### src/ledfb_pkg.sv
// Constants, register map and carrier types of the foldback/dimming bank
package ledfb_pkg;

  // ==========================================================================
  // Clock and timing
  localparam int unsigned CLK_HZ          = 100_000_000;
  localparam int unsigned CLK_PERIOD_NS   = 10;
  localparam int unsigned DIM_STEPS       = 200;
  localparam int unsigned DIM_FREQ0_HZ    = 200;
  localparam int unsigned DIM_FREQ1_HZ    = 250;
  localparam int unsigned DIM_FREQ2_HZ    = 300;
  localparam int unsigned DIM_FREQ3_HZ    = 350;
  localparam int unsigned DEAD1_NS        = 10;
  localparam int unsigned DEAD2_NS        = 20;
  localparam int unsigned DEAD3_NS        = 40;
  // Least dead times round up to whole cycles
  localparam int unsigned DEAD1_CYC =
    (DEAD1_NS + CLK_PERIOD_NS - 1) / CLK_PERIOD_NS;
  localparam int unsigned DEAD2_CYC =
    (DEAD2_NS + CLK_PERIOD_NS - 1) / CLK_PERIOD_NS;
  localparam int unsigned DEAD3_CYC =
    (DEAD3_NS + CLK_PERIOD_NS - 1) / CLK_PERIOD_NS;

  // ==========================================================================
  // Addressing: page (indirect) plus direct address
  localparam logic [7:0] PAGE_1A = 8'h1a;
  localparam logic [7:0] PAGE_1B = 8'h1b;
  localparam logic [7:0] PAGE_1C = 8'h1c;
  localparam logic [7:0] PAGE_1D = 8'h1d;
  localparam logic [7:0] PAGE_1E = 8'h1e;
  localparam logic [7:0] DIR_07  = 8'h07;
  localparam logic [7:0] DIR_06  = 8'h06;
  localparam logic [7:0] DIR_05  = 8'h05;

  localparam int unsigned NREG = 13;
  localparam logic [3:0] IDX_NONE = 4'hd;

  // Register index order
  localparam logic [3:0] IDX_BIN2_TEMP  = 4'h0;
  localparam logic [3:0] IDX_BIN3_TEMP  = 4'h1;
  localparam logic [3:0] IDX_BIN4_TEMP  = 4'h2;
  localparam logic [3:0] IDX_BIN1_SUP   = 4'h3;
  localparam logic [3:0] IDX_BIN2_SUP   = 4'h4;
  localparam logic [3:0] IDX_BIN3_SUP   = 4'h5;
  localparam logic [3:0] IDX_BIN4_SUP   = 4'h6;
  localparam logic [3:0] IDX_SUP_FB     = 4'h7;
  localparam logic [3:0] IDX_DIM_CTRL   = 4'h8;
  localparam logic [3:0] IDX_DIM_DUTY   = 4'h9;
  localparam logic [3:0] IDX_GATE_BEAM  = 4'ha;
  localparam logic [3:0] IDX_HB_OV      = 4'hb;
  localparam logic [3:0] IDX_LB_OV      = 4'hc;

  typedef logic [7:0] ledfb_byte_t;
  typedef ledfb_byte_t ledfb_tab_t [NREG];

  // Writable bits; all others are reserved
  localparam ledfb_tab_t REG_MASK = '{
    8'h1f, 8'h1f, 8'h1f, 8'h1f, 8'h1f, 8'h1f, 8'h1f,
    8'h3f, 8'he3, 8'hff, 8'h0f, 8'h3f, 8'h1f};
  localparam ledfb_tab_t REG_RESET = '{
    8'h08, 8'h03, 8'h00, 8'h07, 8'h05, 8'h02, 8'h01,
    8'h23, 8'h00, 8'h00, 8'h00, 8'h1f, 8'h1f};

  // ==========================================================================
  // Field positions
  localparam int unsigned SLOPE_MSB     = 4;
  localparam int unsigned DERATE_LSB    = 3;
  localparam int unsigned THRESH_LSB    = 0;
  localparam int unsigned DIM_EN_BIT    = 7;
  localparam int unsigned DIM_RATE_LSB  = 5;
  localparam int unsigned DIM_DRV_LSB   = 0;
  localparam int unsigned DEAD_LSB      = 2;
  localparam int unsigned POL_BIT       = 1;
  localparam int unsigned FORCE_BIT     = 0;
  localparam int unsigned OVB_BIT       = 5;
  localparam int unsigned OV_LVL_MSB    = 4;

  // ==========================================================================
  // Configuration carrier to the analog side
  typedef struct packed {
    logic [3:0][4:0] temp_slope_factor;   // Bin 1 entry unused (zero)
    logic [3:0][4:0] supply_slope_factor;
    logic [2:0]      supply_derating_factor;
    logic [2:0]      supply_foldback_threshold;
    logic            internal_dim_enable;
    logic [1:0]      internal_dim_rate;
    logic [1:0]      dim_switch_drive_strength;
    logic [7:0]      internal_dim_duty;
    logic [1:0]      extra_dead_time;
    logic [2:0]      extra_dead_cycles;
    logic            beam_gate_polarity;
    logic            beam_gate_force_on;
    logic            overvolt_driver_behaviour;
    logic [4:0]      high_beam_overvolt_level;
    logic [4:0]      low_beam_overvolt_level;
  } ledfb_cfg_t;

endpackage : ledfb_pkg

### src/ledfb_dim_gen.sv
// Internal dimming generator: 200-step duty over a selectable period
`timescale 1ns/1ns
module ledfb_dim_gen
  import ledfb_pkg::*;
#(
  parameter int unsigned DIM_CLK_HZ = CLK_HZ
) (
  // Clock and reset
  input  wire logic       clock_in,
  input  wire logic       sys_rst_in,
  // Settings
  input  wire logic       enable_in,
  input  wire logic [1:0] rate_in,
  input  wire logic [7:0] duty_in,
  // Dimming output
  output logic            dim_out
);

  // ==========================================================================
  // Step lengths per rate code
  localparam int unsigned DIV0 = DIM_CLK_HZ / (DIM_FREQ0_HZ * DIM_STEPS);
  localparam int unsigned DIV1 = DIM_CLK_HZ / (DIM_FREQ1_HZ * DIM_STEPS);
  localparam int unsigned DIV2 = DIM_CLK_HZ / (DIM_FREQ2_HZ * DIM_STEPS);
  localparam int unsigned DIV3 = DIM_CLK_HZ / (DIM_FREQ3_HZ * DIM_STEPS);
  localparam logic [7:0]  LAST_STEP = 8'(DIM_STEPS - 1);
  localparam logic [7:0]  FULL_DUTY = 8'(DIM_STEPS);

  logic [15:0] pre_q;
  logic [7:0]  step_q;
  logic        out_q;
  logic [15:0] div_last;
  logic [7:0]  duty_eff;
  logic        pre_wrap;

  assign div_last = (rate_in == 2'h0) ? 16'(DIV0 - 1) :
                    (rate_in == 2'h1) ? 16'(DIV1 - 1) :
                    (rate_in == 2'h2) ? 16'(DIV2 - 1) : 16'(DIV3 - 1);
  // Codes past full scale clamp to always on
  assign duty_eff = (duty_in > FULL_DUTY) ? FULL_DUTY : duty_in;
  // Rate change mid-step: compare with >= so a shorter step still wraps
  assign pre_wrap = (pre_q >= div_last);

  always_ff @(posedge clock_in) begin
    if (sys_rst_in || !enable_in) begin
      pre_q  <= 16'h0000;
      step_q <= 8'h00;
      out_q  <= 1'b0;
    end else begin
      pre_q <= pre_wrap ? 16'h0000 : pre_q + 16'h0001;
      if (pre_wrap) begin
        step_q <= (step_q == LAST_STEP) ? 8'h00 : step_q + 8'h01;
      end
      out_q <= (step_q < duty_eff);
    end
  end

  assign dim_out = out_q;
endmodule : ledfb_dim_gen

### src/ledfb_cfg_bank.sv
// Foldback, dimming and beam gate configuration register bank
`timescale 1ns/1ns
// Overview of operation
// - Bins two to four hold 5-bit temperature slopes, defaults 8, 3, 0.
// - Four 5-bit supply slopes, defaults 7, 5, 2, 1.
// - Bits 5:3 select supply derating factor, reset code 4.
// - 3-bit field picks foldback start voltage 7.5 V to 11 V, reset 3.
// - Bit 7 enables internal dimming, reset off.
// - 2-bit rate code selects 200, 250, 300 or 350 Hz, reset 0.
// - 2-bit dimming switch drive strength code, reset 0.
// - 8-bit duty, 0.5 percent steps, 200 is fully on, reset 0.
// - 2-bit extra dead time 0, 10, 20 or 40 ns, reset 0.
// - Polarity bit: clear keeps gate off, set turns it on, pin low.
// - Force bit drives high-beam gate on regardless of pin, reset clear.
// - Overvoltage behaviour select bit, resets to zero.
// - 5-bit high-beam overvoltage level, 20.4 V plus 1.6 V steps, reset 31.
// - 5-bit low-beam overvoltage level, 10.4 V plus 1.6 V steps, reset 31.
module ledfb_cfg_bank
  import ledfb_pkg::*;
#(
  parameter int unsigned DIM_CLK_HZ = CLK_HZ
) (
  // Clock and reset
  input  wire logic       clock_in,
  input  wire logic       sys_rst_in,
  // Register access
  input  wire logic       reg_wr_en_in,
  input  wire logic       reg_rd_en_in,
  input  wire logic [7:0] page_addr_in,
  input  wire logic [7:0] direct_addr_in,
  input  wire logic [7:0] reg_wdata_in,
  output logic      [7:0] reg_rdata_out,
  output logic            reg_hit_out,
  // Beam select pin
  input  wire logic       beam_select_pin_in,
  // Gates and settings
  output logic            high_beam_gate_out,
  output logic            internal_dim_out,
  output ledfb_cfg_t      cfg_out
);

  // ==========================================================================
  // Address decode
  function automatic logic [3:0] reg_index(input logic [7:0] page,
                                           input logic [7:0] dir);
    logic [3:0] col;
    logic [3:0] base;
    col  = 4'hf;
    base = 4'h0;
    if (dir == DIR_07) begin
      col = 4'h0;
    end else if (dir == DIR_06) begin
      col = 4'h1;
    end else if (dir == DIR_05) begin
      col = 4'h2;
    end
    if (page == PAGE_1A) begin
      base = 4'h0;
    end else if (page == PAGE_1B) begin
      base = 4'h3;
    end else if (page == PAGE_1C) begin
      base = 4'h6;
    end else if (page == PAGE_1D) begin
      base = 4'h9;
    end else if (page == PAGE_1E && dir == DIR_07) begin
      base = 4'hc;
    end else begin
      col = 4'hf;
    end
    // Page 0x1e holds a single register here
    if (col == 4'hf) begin
      reg_index = IDX_NONE;
    end else begin
      reg_index = base + col;
    end
  endfunction : reg_index

  logic [3:0] acc_idx;
  logic       acc_hit;
  assign acc_idx = reg_index(page_addr_in, direct_addr_in);
  assign acc_hit = (acc_idx != IDX_NONE);

  // ==========================================================================
  // Register storage
  ledfb_byte_t regs_q [NREG];
  logic [7:0]  rdata_q;
  logic        hit_q;
  logic [7:0]  rd_word;

  // Only writable bits are stored, reserved bits stay zero
  assign rd_word = acc_hit ? (regs_q[acc_idx] & REG_MASK[acc_idx])
                           : 8'h00;

  always_ff @(posedge clock_in) begin
    if (sys_rst_in) begin
      for (int i = 0; i < NREG; i++) begin
        regs_q[i] <= REG_RESET[i];
      end
    end else if (reg_wr_en_in && acc_hit) begin
      regs_q[acc_idx] <= reg_wdata_in & REG_MASK[acc_idx];
    end
  end

  always_ff @(posedge clock_in) begin
    if (sys_rst_in) begin
      rdata_q <= 8'h00;
      hit_q   <= 1'b0;
    end else if (reg_rd_en_in) begin
      rdata_q <= rd_word;
      hit_q   <= acc_hit;
    end
  end

  assign reg_rdata_out = rdata_q;
  assign reg_hit_out   = hit_q;

  // ==========================================================================
  // Field extraction
  logic [1:0] dead_code;
  assign dead_code = regs_q[IDX_GATE_BEAM][DEAD_LSB+1:DEAD_LSB];

  always_comb begin
    cfg_out = '0;
    cfg_out.temp_slope_factor[1] = regs_q[IDX_BIN2_TEMP][SLOPE_MSB:0];
    cfg_out.temp_slope_factor[2] = regs_q[IDX_BIN3_TEMP][SLOPE_MSB:0];
    cfg_out.temp_slope_factor[3] = regs_q[IDX_BIN4_TEMP][SLOPE_MSB:0];
    cfg_out.supply_slope_factor[0] = regs_q[IDX_BIN1_SUP][SLOPE_MSB:0];
    cfg_out.supply_slope_factor[1] = regs_q[IDX_BIN2_SUP][SLOPE_MSB:0];
    cfg_out.supply_slope_factor[2] = regs_q[IDX_BIN3_SUP][SLOPE_MSB:0];
    cfg_out.supply_slope_factor[3] = regs_q[IDX_BIN4_SUP][SLOPE_MSB:0];
    cfg_out.supply_derating_factor =
      regs_q[IDX_SUP_FB][DERATE_LSB+2:DERATE_LSB];
    cfg_out.supply_foldback_threshold =
      regs_q[IDX_SUP_FB][THRESH_LSB+2:THRESH_LSB];
    cfg_out.internal_dim_enable = regs_q[IDX_DIM_CTRL][DIM_EN_BIT];
    cfg_out.internal_dim_rate =
      regs_q[IDX_DIM_CTRL][DIM_RATE_LSB+1:DIM_RATE_LSB];
    cfg_out.dim_switch_drive_strength =
      regs_q[IDX_DIM_CTRL][DIM_DRV_LSB+1:DIM_DRV_LSB];
    cfg_out.internal_dim_duty = regs_q[IDX_DIM_DUTY];
    cfg_out.extra_dead_time   = dead_code;
    cfg_out.extra_dead_cycles =
      (dead_code == 2'h0) ? 3'h0 :
      (dead_code == 2'h1) ? 3'(DEAD1_CYC) :
      (dead_code == 2'h2) ? 3'(DEAD2_CYC) : 3'(DEAD3_CYC);
    cfg_out.beam_gate_polarity = regs_q[IDX_GATE_BEAM][POL_BIT];
    cfg_out.beam_gate_force_on = regs_q[IDX_GATE_BEAM][FORCE_BIT];
    cfg_out.overvolt_driver_behaviour = regs_q[IDX_HB_OV][OVB_BIT];
    cfg_out.high_beam_overvolt_level =
      regs_q[IDX_HB_OV][OV_LVL_MSB:0];
    cfg_out.low_beam_overvolt_level =
      regs_q[IDX_LB_OV][OV_LVL_MSB:0];
  end

  // ==========================================================================
  // High-beam gate
  // Pin is asynchronous; two flops before any logic looks at it
  logic sel_meta_q;
  logic sel_sync_q;
  logic gate_q;
  logic gate_d;

  always_ff @(posedge clock_in) begin
    if (sys_rst_in) begin
      sel_meta_q <= 1'b0;
      sel_sync_q <= 1'b0;
    end else begin
      sel_meta_q <= beam_select_pin_in;
      sel_sync_q <= sel_meta_q;
    end
  end

  assign gate_d = regs_q[IDX_GATE_BEAM][FORCE_BIT] |
                  (regs_q[IDX_GATE_BEAM][POL_BIT] ? !sel_sync_q
                                                  : sel_sync_q);

  always_ff @(posedge clock_in) begin
    if (sys_rst_in) begin
      gate_q <= 1'b0;
    end else begin
      gate_q <= gate_d;
    end
  end

  assign high_beam_gate_out = gate_q;

  // ==========================================================================
  // Internal dimming generator
  ledfb_dim_gen #(
    .DIM_CLK_HZ (DIM_CLK_HZ)
  ) u_dim_gen (
    .clock_in   (clock_in),
    .sys_rst_in (sys_rst_in),
    .enable_in  (regs_q[IDX_DIM_CTRL][DIM_EN_BIT]),
    .rate_in    (regs_q[IDX_DIM_CTRL][DIM_RATE_LSB+1:DIM_RATE_LSB]),
    .duty_in    (regs_q[IDX_DIM_DUTY]),
    .dim_out    (internal_dim_out)
  );
endmodule : ledfb_cfg_bank

### config.mk
export PLATFORM = sky130hd
export DESIGN_NAME = ledfb_cfg_bank
export DESIGN_NICKNAME = d
export VERILOG_FILES = /design/src/ledfb_pkg.sv /design/src/ledfb_dim_gen.sv /design/src/ledfb_cfg_bank.sv
export SDC_FILE = /design/constraint.sdc
export NUM_CORES = 1
export LEC_CHECK = 0
export BUFFER_PORTS_ARGS = -buffer_cell sky130_fd_sc_hd__buf_2
export CORE_MARGIN = 2
export CORE_UTILIZATION = 40
export CTS_CLUSTER_DIAMETER = 120
export CTS_CLUSTER_SIZE = 40
export DETAILED_ROUTE_END_ITERATION = 16
export PLACE_DENSITY = 0.59
export SLEW_MARGIN = 40
export SYNTH_ARGS = -nofsm -noshare
export SYNTH_HDL_FRONTEND = slang
export SYNTH_SLANG_ARGS = --single-unit
### constraint.sdc
create_clock -name clock_in -period 5.3 [get_ports clock_in]
set_input_delay 0.53 -clock clock_in [delete_from_list [all_inputs] [get_ports clock_in]]
set_output_delay 0.53 -clock clock_in [all_outputs]
set_load 0.03 [all_outputs]
Yosys cells after proc, flatten, opt, wreduce, memory -nomap -nowiden
Memory sizes are Yosys's and may differ from the RTL's.
Index checks and enable logic that the tools add are counted.

word-level totals
  ROM bits = 128
  latch bits = 0
  memories kept = 2
  register bits = 37
  bits of input ports = 29
  RAM bits = 104
  logic and storage cells = 79

memory list
  memory           words  width  rd ports  clocked after Yosys merged registers in  write ports  RTL line               RTL
  (no name shown)  16     8      1         0                                        0            ledfb_cfg_bank.sv:100  regs_q[acc_idx] <= reg_wdata_in & REG_MASK[acc_idx];
  regs_q           13     8      14        0                                        13           ledfb_cfg_bank.sv:85   ledfb_byte_t regs_q [NREG];

cells by class
  $lt $le $gt $ge = 4
  reduce and logical (&&, ||, !) cells = 9
  equal/unequal tests = 15
  add/subtract/negate cells = 3
  multiplexer cells = 34
  divide/modulo/power cells = 0
  multipliers = 0
  shifts and indexed selects = 0
  bitwise operators = 4

operator list
  cell                   count
  $mux 4                 15
  $mux 8                 6
  $eq 8x5->1 const B     5
  $mux 16                2
  $eq 8x3->1 const B     3
  $add 16x1->16 const B  1
  $and 8x8->8            2
  $ge 16x16->1           1
  $mux 10                1
  $mux 3                 3
  $add 8x1->8 const B    1
  $eq 8x8->1 const B     1
  $gt 8x8->1 const B     1
  $lt 8x8->1             1
  $reduce_or 8->1        1
  $mux 1                 7
  $ge 5x5->1 const B     1
  $not 4->5              1
  $add 4x4->4            1
  $eq 2x1->1 const B     2
  $eq 2x2->1 const B     2
  $eq 4x4->1 const B     1
  $logic_not 2->1        2
  $ne 4x4->1 const B     1
  other kinds (5)        7

Longest topological paths before layout
  depth in word-level cells = 18
  gate-level depth with buffers = 16
  depth with buffers taken out = 13

Hierarchy
From an unflattened synthesis, not the netlist that was laid out.

second synthesis, totals
  cells, all modules = 725
  area, all modules = 7225.7 µm²

by module, submodules not included
  module          sequential area each (µm²)  area each (µm²)  instances  cells an instance
  ledfb_cfg_bank  2882.8                      5679.2           1          547
  ledfb_dim_gen   500.5                       1546.5           1          178

Worst setup path before layout
Ideal clock, no wire load.

  kind = input to register
  from = input direct_addr_in[5]
  to = memory regs_q[7][0] in the netlist's numbering (enable)
  required time = 4978 ps
  cell stages on the path = 15
  data arrival time = 4407 ps
  slack = 570 ps
  setup time = 322 ps
  cell sequence = or4_4 > buf_6 > or2_2 > a2111oi_0 > o21ai_0 > ha_1 > inv_1 > fa_1 > clkbuf_1 > nand2b_1 > nor4_4 > nand2_1 > or4_1 > clkbuf_1 > nand2b_1

RTL lines
  element      RTL line              RTL
  from (decl)  ledfb_cfg_bank.sv:30  input wire logic [7:0] direct_addr_in,
  to (decl)    ledfb_cfg_bank.sv:85

==> metrics.cfg <==
[worst_setup_path]
cpMaxStageDelayCell = a2111oi_0
crit_fanout = 11
critPathArrivalTime_ns = 4.81
slowest_delay_ns = 0.60
critical_path_required_ns = 5.41
path_delay_family = simple AND/OR/NAND/NOR gates
critPathCaptureType = flip-flop
crit_type = in -> reg
path_buf_inv = 2
cp-start-kind = primary input
path_cells = buf_2 -> or4_4 -> or2_2 -> a2111oi_0 -> o21ai_0 -> ha_1 -> inv_1 -> fa_2 -> and2_1 -> or4_1 -> and3_1 -> nand2_1 -> nand2b_1

[cells_and_area]
drive_above_1_share = 0.2291
nets = 832
design_area_sq_um = 8118
synthToLayoutAreaGrowth_pct = 14.51
layoutNonFillerInstCount = 1015
antenna_cells = 0

[floorplan]
die-height_microns = 137.1
rows = 48
dieArea_sq_um = 18800
start_util = 0.4099
die_w_microns = 137.1
fp.coreArea_sq_um = 17300
io_pins = 117

[power_and_ir_drop]
power.density_nw_per_um2 = 309.0
peakVddDrop_mv = 0.2263
leakage_nw = 3.184

[grt]
antenna_found_initial = 0
grtUsageTotal = 0.2244
grt_pass1_wl_microns = 30850
grt_start_max_net_pins = 30
grt_pass1_vias = 5443
grt-ovfl-total = 0

[logic_synthesis]
yosysMostFrequentCell = edfxtp_1
synth_edf_count = 91
yosysTopAreaCell = edfxtp_1
synth_cell_types = 66
yosys.area.top_type_share = 0.3855
synth_seq_cells = 128
ys_async_sr_fraction = 0
ys_warn_count = 0
ys.flop_type = edfxtp_1
synth_common_cells = 91 x edfxtp_1, 90 x nor2_1, 66 x buf_4
yosys-top-cells-area = edfxtp_1 39%, dfxtp_1 10%, buf_4 7.0%
yosysSeqAreaShare = 0.4899
syn_inst = 702
syn_area_sq_um = 7089
syn_avg_cell_area_sq_um = 10.10

[cts]
cts_setup_buffers = 0
cts.clk_slew.worst_paths_ns = 0.06
clk_path_buf_depth = 2
cts_resized = 0
clk-insertion-delay-late_ns = 0.42
clock_sinks = 128
cts_buffers = 17
holdBufCountCts = 0
cts_root_buffer = clkbuf_16
cts_tree = yes
htree_levels = 4

[sta]
skew_ns = 0.006018
finalSetupTns_ns = 0
fmax_ghz = 0.2125
finalSetupViolCount = 0
maxSlewHeadroom = 0.5045
rsz0062_at_grt = false
finalCritPeriodShare = 0.8878
drv_slew = 0
layout_min_cycle_time_ns = 4.706
final_hold_viol_count = 0
worst_slew_pin_slew_ns = 0.7355

[drt]
drc = 0
routed_wirelength_microns = 20530
drt_iter0_drc = 452
post_drt_wl_per_cell_microns = 20.23
dr.pass1.iters = 5
viasPerCell = 5.503
ant_nets = 0
vias = 5586

[placement]
gp_congestion = 0.9251
dp_hpwl_microns = 15320
placed_cells = 983
place_area_sq_um = 7528
portBuffers = 111

[min_path]
hp-class = in -> reg

[outcome]
status = finished clean

[flow_run]
drv_cap = 0

## path summary, 6_finish.rpt
kind | cells after the start | from | slack, ns | end
min reg2reg | 1 | sel_meta_q | 0.45 | sel_sync_q
max reg2reg | 10 | regs_q[8][5] | 2.29 | u_dim_gen.step_q[0]
min | 2 | beam_select_pin_in | 0.31 | sel_meta_q
max | 13 | direct_addr_in[5] | 0.59 | regs_q[9][0]
## through the flow
| step | setup slack, ns | hold WS [ns] | power, mW | utilization |
|---|---|---|---|---|
| 6_report | 0.5945 | 0.3144 | 2.509 | 0.4693 |
| 5_1_grt | 0.4231 | 0.3149 | 2.592 | 0.4693 |
| 4_1_cts | 0.6638 | 0.3017 | 2.527 | 0.4693 |
| 3_5_place_dp | 0.2338 | 0.4352 | 1.376 | 0.4353 |
| 3_3_place_gp | 0.4134 | 0.4163 | 1.372 | 0.4350 |
| 2_1_floorplan | 0.5704 | 0.4138 | 1.324 | - |
## registers in the layout, indices dropped and copies added (netlist names)
register,count
reg_rdata_out,8
u_dim_gen.pre_q,16
high_beam_gate_out,1
sel_meta_q,1
sel_sync_q,1
reg_hit_out,1
regs_q,91
u_dim_gen.dim_out,1
u_dim_gen.step_q,8
## cell families after synthesis
| family | synth area share |
|---|---|
| xor gates and xnor gates | 0.01977 |
| buffers and inverters | 0.09989 |
| DFF | 0.4899 |
| other | 0.0005290 |
| AOI/OAI and AO/OA | 0.1077 |
| muxes | 0.03547 |
| adders and majority gates | 0.04695 |
| and+or+nand+nor | 0.1998 |
## final cells by class
type | count | area, sq um
fill | 1654 | 9179
sequential | 128 | 3473
multi-input combinational | 476 | 2985
timing repair buffer | 130 | 698.2
clock buffer | 20 | 500.5
tap | 225 | 281.5
inverter | 24 | 90.09
clock inverter | 12 | 88.84
## metal layers
metal	track usage	routed length [microns]
met4	0.07446	405
met3	0.06222	1786
met1	0.3115	9114
met5	0	0
met2	0.3380	9223
## cells in the final DEF (no fill, tap or decap), types with 12 or more instances in the layout
cell type	instances
buf_4	19
inv_1	23
buf_2	111
nand3_1	20
a21oi_1	18
and2_1	12
edfxtp_1	91
o21ai_0	28
nand2_1	55
dfxtp_1	37
conb_1	20
nor2_1	90
nand2b_1	24
nor2b_1	12
ha_1	25
mux2i_1	15
clkbuf_16	20
## report_power, final
part	internal [mW]	switching, mW	total (mW)	leakage [nW]
Clock	0.688	0.465	1.15	0.298
Combinational	0.0634	0.154	0.217	1.71
Sequential	1.11	0.0284	1.14	1.18
Total	1.86	0.648	2.51	3.18
No activity file was read; power rests on OpenSTA's default activity.
